File: src/include/pipe_pkg.sv
// shared constants and carrier types for the fetch/execute pipeline
// assumes a single core clock and synchronous program and data arrays
// Functional notes
// RULE1: non-branch one cycle, branch two cycles
// RULE2: byte addressed program, words at even addresses
// RULE3: pc steps by two, bit zero zero
// RULE4: absolute target word loads pc bits 20:1
// RULE5: relative offset counts single-word instructions
// RULE6: second words carry 1111 plus twelve bits
// RULE7: paired second word feeds its literal onward
// RULE8: lone 1111 word executes as no-op
// RULE9: data space uses a 12-bit address
// RULE10: sixteen banks of 256, two implemented
// RULE11: unimplemented data reads return zeros
// RULE12: direct, indirect, indexed reach every bank
// RULE13: 256-byte access window bypasses bank pointer
// RULE14: clock divided into four phases per cycle
// RULE15: operand read phase two, write phase four
// RULE16: window low half bank 0, high bank 15
// RULE17: access bit one banked, zero window
// RULE18: pipeline starts empty at the reset address
// RULE19: taken skip discards the next fetched word
package pipe_pkg;
    localparam int PC_WORD_W = 20;
    localparam int IR_W      = 16;
    localparam int DADDR_W   = 12;
    localparam int OFS_W     = 8;
    localparam int BANK_W    = 4;
    localparam int NUM_BANKS = 16;
    localparam int REL_W     = 11;
    localparam int LIT_W     = 12;

    localparam logic [PC_WORD_W-1:0] RESET_WORD   = 20'h00000;
    localparam logic [PC_WORD_W-1:0] WORD_STEP    = 20'h00001;
    localparam logic                 PC_LSB       = 1'b0;
    localparam logic [3:0]           SECOND_NIB   = 4'hf;
    localparam logic [BANK_W-1:0]    WIN_LO_BANK  = 4'h0;
    localparam logic [BANK_W-1:0]    WIN_HI_BANK  = 4'hf;
    localparam logic [NUM_BANKS-1:0] IMPL_BANK_MASK = 16'h8001;
    localparam logic [7:0]           ZERO_BYTE    = 8'h00;

    typedef enum logic [3:0] {
        PH_ONE   = 4'b0001,
        PH_TWO   = 4'b0010,
        PH_THREE = 4'b0100,
        PH_FOUR  = 4'b1000
    } phase_t;

    // decode answer from the datapath for the word now executing
    typedef struct packed {
        logic                 branch_abs;
        logic                 branch_rel;
        logic                 skip;
        logic                 two_word;
        logic                 rd;
        logic                 wr;
        logic                 full_mode;
        logic                 access_sel;
        logic [OFS_W-1:0]     offset;
        logic [DADDR_W-1:0]   full_addr;
        logic [PC_WORD_W-1:0] abs_target;
        logic [REL_W-1:0]     rel_offset;
        logic [7:0]           wr_data;
    } exec_ctl_t;

    typedef struct packed {
        logic               rd;
        logic               wr;
        logic [DADDR_W-1:0] addr;
        logic [7:0]         wdata;
    } dm_req_t;
endpackage

File: src/verilog/data_addr_map.sv
// data memory address formation and implemented-bank decode
// assumes the datapath supplies pointer addresses as full 12-bit values
`timescale 1ns/1ps
module data_addr_map #(
    parameter logic [pipe_pkg::NUM_BANKS-1:0] IMPL_BANKS = pipe_pkg::IMPL_BANK_MASK
) (
    input  wire logic                          full_mode,
    input  wire logic                          access_sel,
    input  wire logic [pipe_pkg::OFS_W-1:0]    offset,
    input  wire logic [pipe_pkg::DADDR_W-1:0]  full_addr,
    input  wire logic [pipe_pkg::BANK_W-1:0]   bank_pointer,
    output logic      [pipe_pkg::DADDR_W-1:0]  addr,
    output logic                               implemented
);
    wire                          window_hi;
    wire [pipe_pkg::BANK_W-1:0]   window_bank;
    wire [pipe_pkg::DADDR_W-1:0]  window_addr;
    wire [pipe_pkg::DADDR_W-1:0]  banked_addr;

    assign window_hi   = offset[pipe_pkg::OFS_W-1];
    assign window_bank = window_hi ? pipe_pkg::WIN_HI_BANK : pipe_pkg::WIN_LO_BANK; // RULE16
    assign window_addr = {window_bank, offset}; // RULE13
    assign banked_addr = {bank_pointer, offset};
    // full and pointer modes reach any of the 4096 locations
    assign addr = full_mode ? full_addr : (access_sel ? banked_addr : window_addr); // RULE17 RULE12 RULE9
    assign implemented = IMPL_BANKS[addr[pipe_pkg::DADDR_W-1 -: pipe_pkg::BANK_W]]; // RULE10
endmodule

File: src/verilog/fetch_execute_pipeline.sv
// two-stage fetch/execute control with four-phase sequencing and data map
// assumes synchronous program and data arrays answering one clock after address
`timescale 1ns/1ps
module fetch_execute_pipeline #(
    parameter logic [pipe_pkg::PC_WORD_W-1:0] RESET_WORD = pipe_pkg::RESET_WORD,
    parameter logic [pipe_pkg::NUM_BANKS-1:0] IMPL_BANKS = pipe_pkg::IMPL_BANK_MASK
) (
    input  wire logic                          clk_sys,
    input  wire logic                          rstn,
    output logic      [pipe_pkg::PC_WORD_W:0]  pm_addr,
    input  wire logic [pipe_pkg::IR_W-1:0]     pm_rdata,
    output logic      [pipe_pkg::IR_W-1:0]     exec_word,
    output logic                               exec_valid,
    output logic                               exec_second,
    output logic      [pipe_pkg::LIT_W-1:0]    exec_literal,
    input  wire pipe_pkg::exec_ctl_t           exec_ctl,
    input  wire logic [pipe_pkg::BANK_W-1:0]   bank_pointer,
    output pipe_pkg::phase_t                   phase,
    output pipe_pkg::dm_req_t                  dm_req,
    input  wire logic [7:0]                    dm_rdata,
    output logic      [7:0]                    operand
);
    pipe_pkg::phase_t                 next_phase;
    logic [pipe_pkg::PC_WORD_W-1:0]   pc_word;
    logic [pipe_pkg::IR_W-1:0]        ir;
    logic                             ir_valid;
    logic                             second_pending;
    logic                             rd_taken;
    logic                             rd_impl;

    wire                              end_cycle;
    wire                              top_is_second;
    wire                              active;
    wire                              redirect;
    wire                              flush;
    wire [pipe_pkg::PC_WORD_W-1:0]    rel_ext;
    wire [pipe_pkg::PC_WORD_W-1:0]    target_word;
    wire [pipe_pkg::PC_WORD_W-1:0]    next_pc_word;
    wire [pipe_pkg::DADDR_W-1:0]      data_addr;
    wire                              data_impl;

    // four-phase sequencer
    always_comb begin
        case (phase)
            pipe_pkg::PH_ONE:   next_phase = pipe_pkg::PH_TWO;
            pipe_pkg::PH_TWO:   next_phase = pipe_pkg::PH_THREE;
            pipe_pkg::PH_THREE: next_phase = pipe_pkg::PH_FOUR;
            pipe_pkg::PH_FOUR:  next_phase = pipe_pkg::PH_ONE;
            default:            next_phase = pipe_pkg::PH_ONE;
        endcase
    end

    always_ff @(posedge clk_sys or negedge rstn) begin
        if (!rstn) begin
            phase <= pipe_pkg::PH_ONE;
        end else begin
            phase <= next_phase; // RULE14
        end
    end

    assign end_cycle = (phase == pipe_pkg::PH_FOUR);

    // execute-stage decode
    assign top_is_second = (ir[pipe_pkg::IR_W-1 -: 4] == pipe_pkg::SECOND_NIB); // RULE6
    assign exec_word     = ir;
    assign exec_valid    = ir_valid & ~top_is_second; // RULE8
    assign exec_second   = ir_valid & top_is_second & second_pending; // RULE7
    assign exec_literal  = ir[pipe_pkg::LIT_W-1:0]; // RULE7
    assign active        = exec_valid | exec_second;
    assign redirect      = active & (exec_ctl.branch_abs | exec_ctl.branch_rel);
    assign flush         = redirect | (active & exec_ctl.skip); // RULE1 RULE19

    // target formation in word units, bit zero never stored
    assign rel_ext = {{(pipe_pkg::PC_WORD_W - pipe_pkg::REL_W){exec_ctl.rel_offset[pipe_pkg::REL_W-1]}},
                      exec_ctl.rel_offset};
    assign target_word  = exec_ctl.branch_abs ? exec_ctl.abs_target // RULE4
                                              : pc_word + rel_ext; // RULE5
    assign next_pc_word = redirect ? target_word : pc_word + pipe_pkg::WORD_STEP; // RULE3
    assign pm_addr      = {pc_word, pipe_pkg::PC_LSB}; // RULE2 RULE3

    // fetch latch and pipeline state; flushed word runs as a no-op slot
    always_ff @(posedge clk_sys or negedge rstn) begin
        if (!rstn) begin
            pc_word        <= RESET_WORD; // RULE18
            ir             <= '0;
            ir_valid       <= 1'b0; // RULE18
            second_pending <= 1'b0;
        end else if (end_cycle) begin
            pc_word        <= next_pc_word;
            ir             <= pm_rdata;
            ir_valid       <= ~flush; // RULE1 RULE19
            second_pending <= exec_valid & exec_ctl.two_word & ~flush; // RULE7
        end
    end

    data_addr_map #(
        .IMPL_BANKS   (IMPL_BANKS)
    ) u_map (
        .full_mode    (exec_ctl.full_mode),
        .access_sel   (exec_ctl.access_sel),
        .offset       (exec_ctl.offset),
        .full_addr    (exec_ctl.full_addr),
        .bank_pointer (bank_pointer),
        .addr         (data_addr),
        .implemented  (data_impl)
    );

    // data strobes; unimplemented banks are never touched
    assign dm_req.rd    = active & exec_ctl.rd & (phase == pipe_pkg::PH_TWO) & data_impl; // RULE15
    assign dm_req.wr    = active & exec_ctl.wr & end_cycle & data_impl; // RULE15
    assign dm_req.addr  = data_addr;
    assign dm_req.wdata = exec_ctl.wr_data;

    always_ff @(posedge clk_sys or negedge rstn) begin
        if (!rstn) begin
            rd_taken <= 1'b0;
            rd_impl  <= 1'b0;
        end else begin
            rd_taken <= active & exec_ctl.rd & (phase == pipe_pkg::PH_TWO);
            rd_impl  <= data_impl;
        end
    end

    always_ff @(posedge clk_sys or negedge rstn) begin
        if (!rstn) begin
            operand <= pipe_pkg::ZERO_BYTE;
        end else if (rd_taken) begin
            operand <= rd_impl ? dm_rdata : pipe_pkg::ZERO_BYTE; // RULE11
        end
    end

    // checks
    a_branch_flush: assert property ( // RULE1
        @(posedge clk_sys) disable iff (!rstn)
        end_cycle && redirect |=> !ir_valid ##4 ir_valid)
        else $error("branch did not flush exactly one word");

    a_pc_step: assert property ( // RULE3
        @(posedge clk_sys) disable iff (!rstn)
        end_cycle && !redirect |=> pm_addr == $past(pm_addr) + 21'h000002)
        else $error("pc did not advance by two");

    a_pc_even: assert property ( // RULE2
        @(posedge clk_sys) disable iff (!rstn)
        pm_addr[0] == 1'b0)
        else $error("program address odd");

    a_abs_target: assert property ( // RULE4
        @(posedge clk_sys) disable iff (!rstn)
        end_cycle && active && exec_ctl.branch_abs
        |=> pm_addr == {$past(exec_ctl.abs_target), 1'b0})
        else $error("absolute target not loaded into pc bits 20:1");

    a_rel_target: assert property ( // RULE5
        @(posedge clk_sys) disable iff (!rstn)
        end_cycle && active && exec_ctl.branch_rel && !exec_ctl.branch_abs
        |=> pm_addr == $past(pm_addr) + {$past(rel_ext), 1'b0})
        else $error("relative target not scaled to words");

    a_second_pairs: assert property ( // RULE7
        @(posedge clk_sys) disable iff (!rstn)
        end_cycle && exec_valid && exec_ctl.two_word && !flush
        && pm_rdata[15:12] == pipe_pkg::SECOND_NIB |=> exec_second [*4])
        else $error("paired second word not delivered");

    a_lone_second_nop: assert property ( // RULE8
        @(posedge clk_sys) disable iff (!rstn)
        ir_valid && top_is_second && !second_pending
        |-> !exec_valid && !dm_req.rd && !dm_req.wr && !redirect)
        else $error("lone second word had side effects");

    a_phase_order: assert property ( // RULE14
        @(posedge clk_sys) disable iff (!rstn)
        phase == pipe_pkg::PH_ONE |=> phase == pipe_pkg::PH_TWO
        ##1 phase == pipe_pkg::PH_THREE ##1 phase == pipe_pkg::PH_FOUR)
        else $error("phase order broken");

    a_strobe_phase: assert property ( // RULE15
        @(posedge clk_sys) disable iff (!rstn)
        (dm_req.rd |-> phase == pipe_pkg::PH_TWO) and (dm_req.wr |-> end_cycle))
        else $error("data strobe in wrong phase");

    a_unimpl_zero: assert property ( // RULE11
        @(posedge clk_sys) disable iff (!rstn)
        phase == pipe_pkg::PH_TWO && active && exec_ctl.rd && !data_impl
        |-> !dm_req.rd ##2 operand == pipe_pkg::ZERO_BYTE)
        else $error("unimplemented read not zero");

    a_window_map: assert property ( // RULE16
        @(posedge clk_sys) disable iff (!rstn)
        !exec_ctl.full_mode && !exec_ctl.access_sel
        |-> data_addr == {(exec_ctl.offset[7] ? pipe_pkg::WIN_HI_BANK
                                              : pipe_pkg::WIN_LO_BANK), exec_ctl.offset})
        else $error("access window mapped wrongly");

    a_banked_map: assert property ( // RULE17
        @(posedge clk_sys) disable iff (!rstn)
        !exec_ctl.full_mode && exec_ctl.access_sel
        |-> data_addr == {bank_pointer, exec_ctl.offset})
        else $error("banked address not from bank pointer");

    a_skip_flush: assert property ( // RULE19
        @(posedge clk_sys) disable iff (!rstn)
        end_cycle && active && exec_ctl.skip |=> !exec_valid && !exec_second)
        else $error("skip did not discard next word");

    c_branch: cover property (@(posedge clk_sys) disable iff (!rstn) end_cycle && redirect);
    c_lone_second: cover property (@(posedge clk_sys) disable iff (!rstn)
        ir_valid && top_is_second && !second_pending);
    c_paired_second: cover property (@(posedge clk_sys) disable iff (!rstn) exec_second);
    c_unimpl_read: cover property (@(posedge clk_sys) disable iff (!rstn)
        rd_taken && !rd_impl);
endmodule

File: config.mk
export PLATFORM = sky130hd
export DESIGN_NAME = fetch_execute_pipeline
export DESIGN_NICKNAME = d
export VERILOG_FILES = /design/src/include/pipe_pkg.sv /design/src/verilog/data_addr_map.sv /design/src/verilog/fetch_execute_pipeline.sv
export SDC_FILE = /design/constraint.sdc
export NUM_CORES = 1
export LEC_CHECK = 0
export BUFFER_PORTS_ARGS = -buffer_cell sky130_fd_sc_hd__buf_2
export CORE_ASPECT_RATIO = 0.9
export CORE_MARGIN = 8
export CORE_UTILIZATION = 49
export CTS_BUF_LIST = sky130_fd_sc_hd__clkbuf_4
export CTS_CLUSTER_DIAMETER = 40
export CTS_CLUSTER_SIZE = 8
export DETAILED_ROUTE_END_ITERATION = 10
export PLACE_DENSITY_LB_ADDON = 0.3
export SETUP_SLACK_MARGIN = 0.3
export SYNTH_ARGS = -nofsm -noshare
export SYNTH_HDL_FRONTEND = slang
export SYNTH_SLANG_ARGS = --single-unit
File: constraint.sdc
create_clock -name clk_sys -period 3.1 [get_ports clk_sys]
set_clock_uncertainty 0.05 [all_clocks]
set_input_delay 0.62 -clock clk_sys [delete_from_list [all_inputs] [get_ports clk_sys]]
set_output_delay 0.62 -clock clk_sys [all_outputs]
set_load 0.01 [all_outputs]
; ---- Word level (Yosys, flattened, before mapping)
; Memories as Yosys holds them, arrays and structs flattened.
; Cells that the tools add are included.
[word_totals]
regBits = 52
rom_bits = 16
output_inout_bits = 85
word_cells = 43
memories = 1
[op_classes]
addsub = 2
n_lt_le_gt_ge = 1
n_eq_ne = 5
muxes = 8
bitwise = 18
[mem_list]
columns = name, words, word_bits, rd, rd_ports_with_merged_regs, write_ports, line
row1 = (name not given), 16, 1, 1, 0, 0, data_addr_map.sv:26  ; assign implemented = IMPL_BANKS[addr[pipe_pkg::DADDR_W-1 -: pipe_pkg::BANK_W]];
[op_table]
columns = op, count
row1 = 2-to-1 mux 20 bit, 2
row2 = 2-to-1 mux 12 bit, 2
row3 = adder 20 x 1 -> 20 bit (second input constant), 1
row4 = adder 20 bit, 1
row5 = AND 1 bit, 13
row6 = one-hot mux 4 bit (3 select lines), 1
row7 = == test 4 bit (second input constant), 2
row8 = 2-to-1 mux 8 bit, 1
row9 = < comparator 4 x 5 -> 1 bit (second input constant), 1
row10 = == test 4 x 1 -> 1 bit (second input constant), 1
row11 = == test 4 x 2 -> 1 bit (second input constant), 1
row12 = == test 4 x 3 -> 1 bit (second input constant), 1
row13 = 2-to-1 mux 4 bit, 1
row14 = bitwise OR 1 bit, 3
row15 = NOT 1 bit, 2
row16 = 2-to-1 mux 1 bit, 1

; ---- Longest topological paths before layout
; Gate-level depths: netlist of run 1.
[logic_depth]
ltp_word = 8
mapped_depth = 10
ltp_nobuf = 10

; ---- Modules after synthesis
; Synthesis of run 1 repeated with hierarchy kept, for this count alone.
[unflattened]
cells_unflattened = 497
area_unflattened_um2 = 4053.9
[by_module_without_submodules]
columns = mod, n_inst, cells_each, area_each_um2, seq_area_each_um2
row1 = fetch_execute_pipeline, 1, 464, 3821.2, 1302.5
row2 = data_addr_map, 1, 33, 232.7, 0.0

; ---- Least setup slack after synthesis of run 1
; Ideal clock, no wire load.
[synth_path]
path_kind = input -> register
from = input exec_ctl[8] (netlist bit)
to = register pc_word[16] (netlist bit)
arrival_time_ns = 2.464
required_time_ns = 2.912
slack_ns = 0.447
path_stages = 10
n_path_buf = 0
path_cell_list = ha_1 > inv_1 > fa_1 > and2b_2 > o2111ai_2 > a2111oi_2 > nor3_2 > nor2_2 > mux2i_1 > o221ai_1
[synth_via]
elab_chain_cells = 3
[synth_lines]
columns = element, line
row1 = from (decl), fetch_execute_pipeline.sv:16  ; input wire pipe_pkg::exec_ctl_t exec_ctl,
row2 = adder 20 bit, fetch_execute_pipeline.sv:77  ; : pc_word + rel_ext;
row3 = 2-to-1 mux 20 bit, fetch_execute_pipeline.sv:76  ; assign target_word = exec_ctl.branch_abs ? exec_ctl.abs_target
row4 = 2-to-1 mux 20 bit, fetch_execute_pipeline.sv:78  ; assign next_pc_word = redirect ? target_word : pc_word + pipe_pkg::WORD_STEP;
row5 = to (signal assigned), fetch_execute_pipeline.sv:89  ; pc_word <= next_pc_word;
row6 = to (decl), fetch_execute_pipeline.sv:24  ; logic [pipe_pkg::PC_WORD_W-1:0] pc_word;
; No other way between the ends.
; A chain may end at the register's enable or synchronous reset.

==> results by group, run 1 <==
Outcome
  – Status: complete, no violations

Pwr
  – Leak Pwr: 2.30 nW
  – Total Power: around 0.0032 W
  – Power per cell area: 670 nW/um^2
  – Worst vdd rail ir drop: 0.395 mV

Timing
  – # setup viols final: 0
  – Fin worst setup slack: 498 ps
  – Slew Limit Headroom: 0.537
  – Setup tns final: 0 ps
  – RSZ-0062 raised after global routing: true
  – Period utilization: 0.839
  – Worst-Margin Slew: 690 ps
  – Fmax: 0.384 GHz
  – Final min period: 2600 ps
  – Pins Over Slew Limit: 0
  – Hold Vio Cnt, Final: 0

GRT
  – GR Util All Layers: 0.208
  – First-pass GRT wire length: 19500 um
  – Vias in the first global route: a little under 4000
  – Total gr overflow: 0
  – Antenna violations before repair: 0
  – Largest net degree at the start of global routing: 34

Detailed routing
  – DRT Wirelength: 12000 um
  – Detailed Routing Iterations Pass 1: 5
  – Antenna Nets Post-Route: 0
  – Remaining routing DRC violations: 0
  – Total number of vias: between 3000 and 4000
  – Detailed Route Iter0 Violations: 244
  – Via-to-Cell Ratio: 5.59
  – Drt wl/cell: 16.8 um

Final layout
  – # diodes: 0
  – Layout area overhead: 21.7%
  – Final core utilization: 0.605
  – Final cell count without fillers: 714
  – Final nets: 732
  – Share of cells above drive strength 1: 0.341

Logic synthesis
  – Post-synthesis async set-or-reset flop share: 1.00
  – Syn nets: 594
  – Synth top area share: 0.325
  – Synth top area cells: dfrtp_1 (32%), nand2_1 (7.4%), ha_1 (6.4%)
  – Most used flip-flop cell after synthesis: dfrtp_1
  – Synthesized cell area: just under 4000 um^2
  – EDFF count, synth: 0
  – Synth cell types: 65
  – Post-Synthesis Cells: 476
  – Sequential share of the synthesized area: 0.331
  – Yosys warning total: 0
  – Synth Register Bits: 52
  – Syn Area/Cell: just over 8 um^2
  – Synth area leader: dfrtp_1

Setup path
  – Worst path required time: around 2400 ps
  – Worst R2R Start: pc_word[0]
  – Reg2reg path depth: 10
  – CP arrival: 1930 ps
  – Reg2reg end: pc_word[16]
  – WS Path Type: in -> out
  – Crit Path Max Fanout: 5
  – R2R Setup Slk: roughly 530 ps
  – CP startpoint kind: input pin
  – CP endpoint kind: primary output

Clock tree
  – Maximum buffer depth of the clock tree: 2
  – Clock root buffer master: clkbuf_4
  – Worst skew pair latency: about 370 ps
  – H-tree depth: 2
  – Number of CTS-inserted buffers: 5
  – Post-cts hold buffer count: 0
  – Clk sinks: 52
  – TritonCTS clock tree: built
  – Clk slew on worst S/H paths: approximately 150 ps

Placed design
  – Pre-CTS setup slack: 102 ps
  – Routability Congestion: ~0.9
  – Port bufs: between 150 and 200
  – Placed insts: between 700 and 800
  – DP HPWL: about 9600 um

Die
  – Die span in x: 110 um
  – Top Ports: 182
  – DIE HEIGHT: approximately 100 um
  – Initial core utilization: 0.497
  – Row count: 31
  – Core area: 7910 um^2
  – Die area: 11100 um^2

Flow run
  – Max-cap violation count: 0

Min path
  – Worst hold path type: in -> async
-- synth_stat cells, types with 2 or more instances --
cell type / number
a21o_1: 5
xor2_1: 7
nand4_1: 8
o21ai_0: 33
mux2_2: 8
a211oi_1: 6
a221oi_1: 2
dfrtp_1: 51
o22ai_1: 2
nand2b_1: 4
mux2i_1: 3
o211ai_1: 5
a31oi_1: 8
o21a_1: 2
a32o_1: 2
nor3_1: 5
and2_1: 5
nor2b_1: 5
nand3_1: 20
o31ai_1: 2
clkbuf_1: 12
nor4b_1: 3
ha_1: 20
and2b_2: 2
nor2_1: 24
inv_1: 20
a21oi_1: 40
nor2_2: 3
and3_1: 9
a211oi_2: 2
o21ai_1: 3
buf_2: 7
and4_1: 2
xnor2_1: 15
nand2_1: 77
o22a_1: 2
buf_4: 21
o221ai_1: 4
-- area by class of cell --
cell class | count | area (um^2)
Inverter | 20 | 75.1
Tap cell | 99 | 124
Clock buffer | 7 | 52.6
Sequential cell | 52 | 1300
Timing Repair Buffer | 172 | 881
Clock inverter | 1 | 30.0
Multi-Input combinational cell | 363 | 2320
Fill cell | 733 | 3130
-- repair_timing --
item,in CTS,in global routing
setup buffers,0,1
setup endpoints to repair,0,4
gates resized for setup,0,5
-- how the worst max path moves through the flow --
stage / startpoint / end / cells past startpoint
final: exec_ctl[59] / dm_req[20] / 9
after global routing: exec_ctl[59] / dm_req[20] / 9
after CTS: pc_word[0] / pc_word[16] / 10
after detailed placement: exec_ctl[8] / pc_word[16] / 11
after global placement: exec_ctl[8] / pc_word[16] / 11
after floorplan: exec_ctl[8] / pc_word[16] / 10
-- cells in the final DEF (no fill, tap or decap), types with 4 or more instances in the layout --
cell	n
a211oi_1	6
a21o_1	5
a21oi_1	40
a31oi_1	8
and2_1	5
and3_1	9
buf_2	164
buf_4	8
clkbuf_4	7
dfrtp_1	50
ha_1	19
inv_1	20
mux2_2	8
nand2_1	77
nand2b_1	4
nand3_1	20
nand4_1	8
nor2_1	24
nor2b_1	4
nor3_1	5
o211ai_1	5
o21ai_0	31
o21ai_1	5
o221ai_1	4
xnor2_1	15
xor2_1	7
-- per-stage QoR --
stage,hold slack (ps),area [um^2]
4_1_cts,128,4770
3_5_place_dp,425,4690
2_1_floorplan,274,3930
6_report,121,4780
3_3_place_gp,419,4690
5_1_grt,136,4780
-- power breakdown --
| group | switching, W | leakage [nW] | internal, W | total [W] |
|---|---|---|---|---|
| sequential | 0.000225 | 0.634 | 0.000825 | 0.00105 |
| clock | 0.000215 | 0.0463 | 0.000189 | 0.000404 |
| combinational | 0.000975 | 1.62 | 0.000774 | 0.00175 |
| total | 0.00141 | 2.30 | 0.00179 | 0.00320 |
-- per-layer routing --
layer | track usage | share of wire | routed length, um | up-vias
met5 | 0 | 0 | 0 | -
met4 | 0.0581 | 0.014 | 164 | 0
met2 | 0.345 | 0.47 | 5660 | 158
li1 | - | - | - | 1950
met3 | 0.0476 | 0.081 | 976 | 17
met1 | 0.264 | 0.43 | 5220 | 1869
-- cell families after synthesis --
family	Yosys count	synth area share
AO/OA/AOI/OAI	131	0.217
XOR/XNOR	22	0.0490
adder cells (fa/ha/maj)	21	0.0687
buffers and inverters	61	0.0805
flip-flops	52	0.331
multiplexers	11	0.0306
other	1	0.000954
AND/OR/NAND/NOR	177	0.222
-- critical path, cell delays in order --
cell     delay, ps
buf_2          130
nor2b_2        180
a21oi_1         60
o21ai_1        210
nand2_1         80
nor3_1         130
a31oi_1         90
nor3b_1        250
buf_2          180
-- state kept, by name, summed over array words and instances, names as in the netlist --
name            count
ir_valid            1
operand             8
exec_word          16
phase               4
rd_taken            1
rd_impl             1
pc_word            20
second_pending      1
Power figures use the tool's default switching activity.
==> run 2: changes to the inputs <==
ABC_AREA = 1   (was default)
CORE_UTILIZATION = 50   (was 49)
clock period = 2.55 ns   (was 3.1 ns; I/O delays follow)
==> run 2 against run 1 <==
Effect of this change:
- register-to-register slack got worse by 70 ps
- wire length increased by 14%
- highest routed layer unchanged
- die area rose by 6.2%
==> results by group, run 2 <==
Final layout
  – Most frequent cells in the layout: nand2_1 (205), buf_2 (163), inv_1 (76)
  – Most common cell after layout, fill and taps aside: nand2_1
  – Share of cells above drive strength 1: 0.293
  – # diodes: 0
  – Final instance area: 5440 um^2
  – Register Area: 1310 um^2
  – Largest register FFs: 20
  – Area of the multi-input gates: 2530 um^2
  – Layout area overhead: 26.5%
  – Final nets: 934
  – Largest Register: pc_word
  – Filler cells: 828

Placed design
  – Pre-CTS setup slack: about 90 ps
  – Placed cell area: 5180 um^2
  – DP HPWL: 11000 um
  – Port bufs: 164
  – Routability Congestion: between 0.9 and 1

Die
  – Die area: 11800 um^2
  – DIE HEIGHT: 104 um
  – Top Ports: 182
  – Row count: 32
  – Initial core utilization: 0.507
  – Core area: approximately 8500 um^2
  – Die span in x: 114 um

Clock tree
  – TritonCTS clock tree: built
  – Post-cts hold buffer count: 0
  – Number of CTS-inserted buffers: 5
  – Clk slew on worst S/H paths: ~160 ps
  – Maximum buffer depth of the clock tree: 2
  – Clk sinks: 52
  – Clock root buffer master: clkbuf_4
  – Worst skew pair latency: 360 ps
  – H-tree depth: 2

Logic synthesis
  – Synth Area in Simple Gates: 0.345
  – Syn nets: 772
  – Most frequent cells after synthesis: nand2_1 (207), inv_1 (79), nor2_1 (70)
  – Fraction of the mapped netlist area in compound gates: 0.113
  – Yosys warning total: 0
  – Top-count cell post-synth: nand2_1
  – Syn Area/Cell: 6.58 um^2
  – Synthesized cell area: between 4000 and 5000 um^2
  – Synth area leader: dfrtp_1
  – Synth top area cells: dfrtp_1 (30%), nand2_1 (18%), inv_1 (6.9%)
  – Most used flip-flop cell after synthesis: dfrtp_1
  – Post-synthesis async set-or-reset flop share: 1.00
  – Post-synthesis xor/xnor area fraction: 0.0448
  – Synth cell types: between 40 and 50
  – Synth Register Bits: 52
  – Sequential share of the synthesized area: 0.303
  – Synth top area share: 0.297
  – Proportion of synthesized area in mux cells: 0.00465
  – Post-Synthesis Cells: 654
  – EDFF count, synth: 0
  – Adder-cell share of the synthesized area: 0.0628
  – Main combinational cell family by area after synthesis: simple AND/OR/NAND/NOR gates

Pwr
  – Clk pwr share: 0.120
  – P_int: about 0.0025 W
  – Seq pwr share: 0.267
  – Worst vdd rail ir drop: 0.432 mV
  – Switching share of power: 0.477
  – Leak Pwr: between 3 and 4 nW
  – Combinational power share: 0.613
  – Total Power: 0.00486 W
  – NetSw: between 0.002 and 0.0025 W
  – Power per cell area: 894 nW/um^2

Timing
  – # setup viols final: 0
  – Hold Vio Cnt, Final: 0
  – Worst-Margin Slew: about 600 ps
  – Final min period: 2260 ps
  – Setup tns final: 0 ps
  – Period utilization: 0.887
  – Min Hold Slack: around 40 ps
  – Pins Over Slew Limit: 0
  – Fin worst setup slack: 289 ps
  – Fmax: 0.442 GHz
  – RSZ-0062 raised after global routing: true
  – Slew Limit Headroom: 0.596

Detailed routing
  – Detailed Route Iter0 Violations: 334
  – Drt wl/cell: 14.7 um
  – Total number of vias: 4785
  – Remaining routing DRC violations: 0
  – DRT Wirelength: roughly 14000 um
  – Via-to-Cell Ratio: 5.11
  – Detailed Routing Iterations Pass 1: 5
  – Antenna Nets Post-Route: 0

Setup path
  – CP arrival: 1700 ps
  – Crit Path Max Fanout: 4
  – CP endpoint kind: primary output
  – CP startpoint kind: flip-flop
  – WS Path Type: reg -> out
  – Worst path required time: slightly below 2000 ps

GRT
  – Antenna violations before repair: 0
  – First-pass GRT wire length: 22300 um
  – Total gr overflow: 0
  – Vias in the first global route: 4779
  – Largest net degree at the start of global routing: 35
  – GR Util All Layers: 0.226

Min path
  – Worst hold path type: in -> async

Outcome
  – Status: complete, no violations

Flow run
  – Max-cap violation count: 0
[run 2: layout make-up]
cell class	count	area share
Tap cell	119	0.0274
Inverter	82	0.0579
Sequential cell	52	0.240
Clock inverter	2	0.0110
Multi-Input combinational cell	483	0.465
Clock buffer	6	0.00827
Timing Repair Buffer	192	0.191
[run 2: worst paths after layout]
kind | end | cells past startpoint | slack, ps | startpoint
min | pc_word[13] | 1 | 40 | rstn
min reg2reg | exec_word[1] | 2 | 450 | exec_word[1]
max | dm_req[21] | 6 | 290 | phase[2]
max in group asynchronous | phase[0] | 2 | 1730 | rstn
min in group clk_sys | exec_word[7] | 3 | 280 | pm_rdata[7]
max reg2reg | pc_word[14] | 14 | 460 | pc_word[0]
[run 2: routing by layer]
metal | up-vias | global-route usage | part of all wire
met5 | - | 0 | 0
li1 | 2387 | - | -
met2 | 188 | 0.408 | 0.51
met4 | 0 | 0.0389 | 0.0077
met3 | 13 | 0.0528 | 0.080
met1 | 2197 | 0.268 | 0.41
[run 2: worst max-delay path: stages, from the launching register on]
cell and delay [ps]:
dfrtp_2 460, nor2_2 120, inv_2 60, nor3_4 240, inv_2 60, nor4_2 220, buf_2 170
[run 2: repair_timing]
action	in CTS	in global routing
buffers inserted	1	8
resized for setup	8	23
pin swaps	0	6
setup endpoints to repair	6	12
[run 2: cell families (layout without fill, tap and decap cells)]
| group | Yosys count | count (layout) |
|---|---|---|
| adders and majority gates | 21 | 21 |
| AOI/OAI and AO/OA | 85 | 85 |
| DFF | 52 | 52 |
| muxes | 2 | 2 |
| and+or+nand+nor | 352 | 352 |
| xor gates and xnor gates | 22 | 22 |
| other | 1 | 1 |
| buffers and inverters | 119 | 282 |
[run 2: power by group through the flow]
stage / Sequential [W] / Combinational [W] / Clock [W]
floorplan: 0.00137 / 0.00181 / 0
global placement: 0.00130 / 0.00279 / 0
detailed placement: 0.00132 / 0.00285 / 0
CTS: 0.00129 / 0.00289 / 0.000597
global route: 0.00134 / 0.00334 / 0.000628
finish: 0.00130 / 0.00298 / 0.000583
[run 2: stage by stage]
stage,std cells,util
3_3_place_gp,919,0.610
5_1_grt,936,0.641
2_1_floorplan,654,-
6_report,936,0.641
3_5_place_dp,919,0.610
4_1_cts,928,0.625
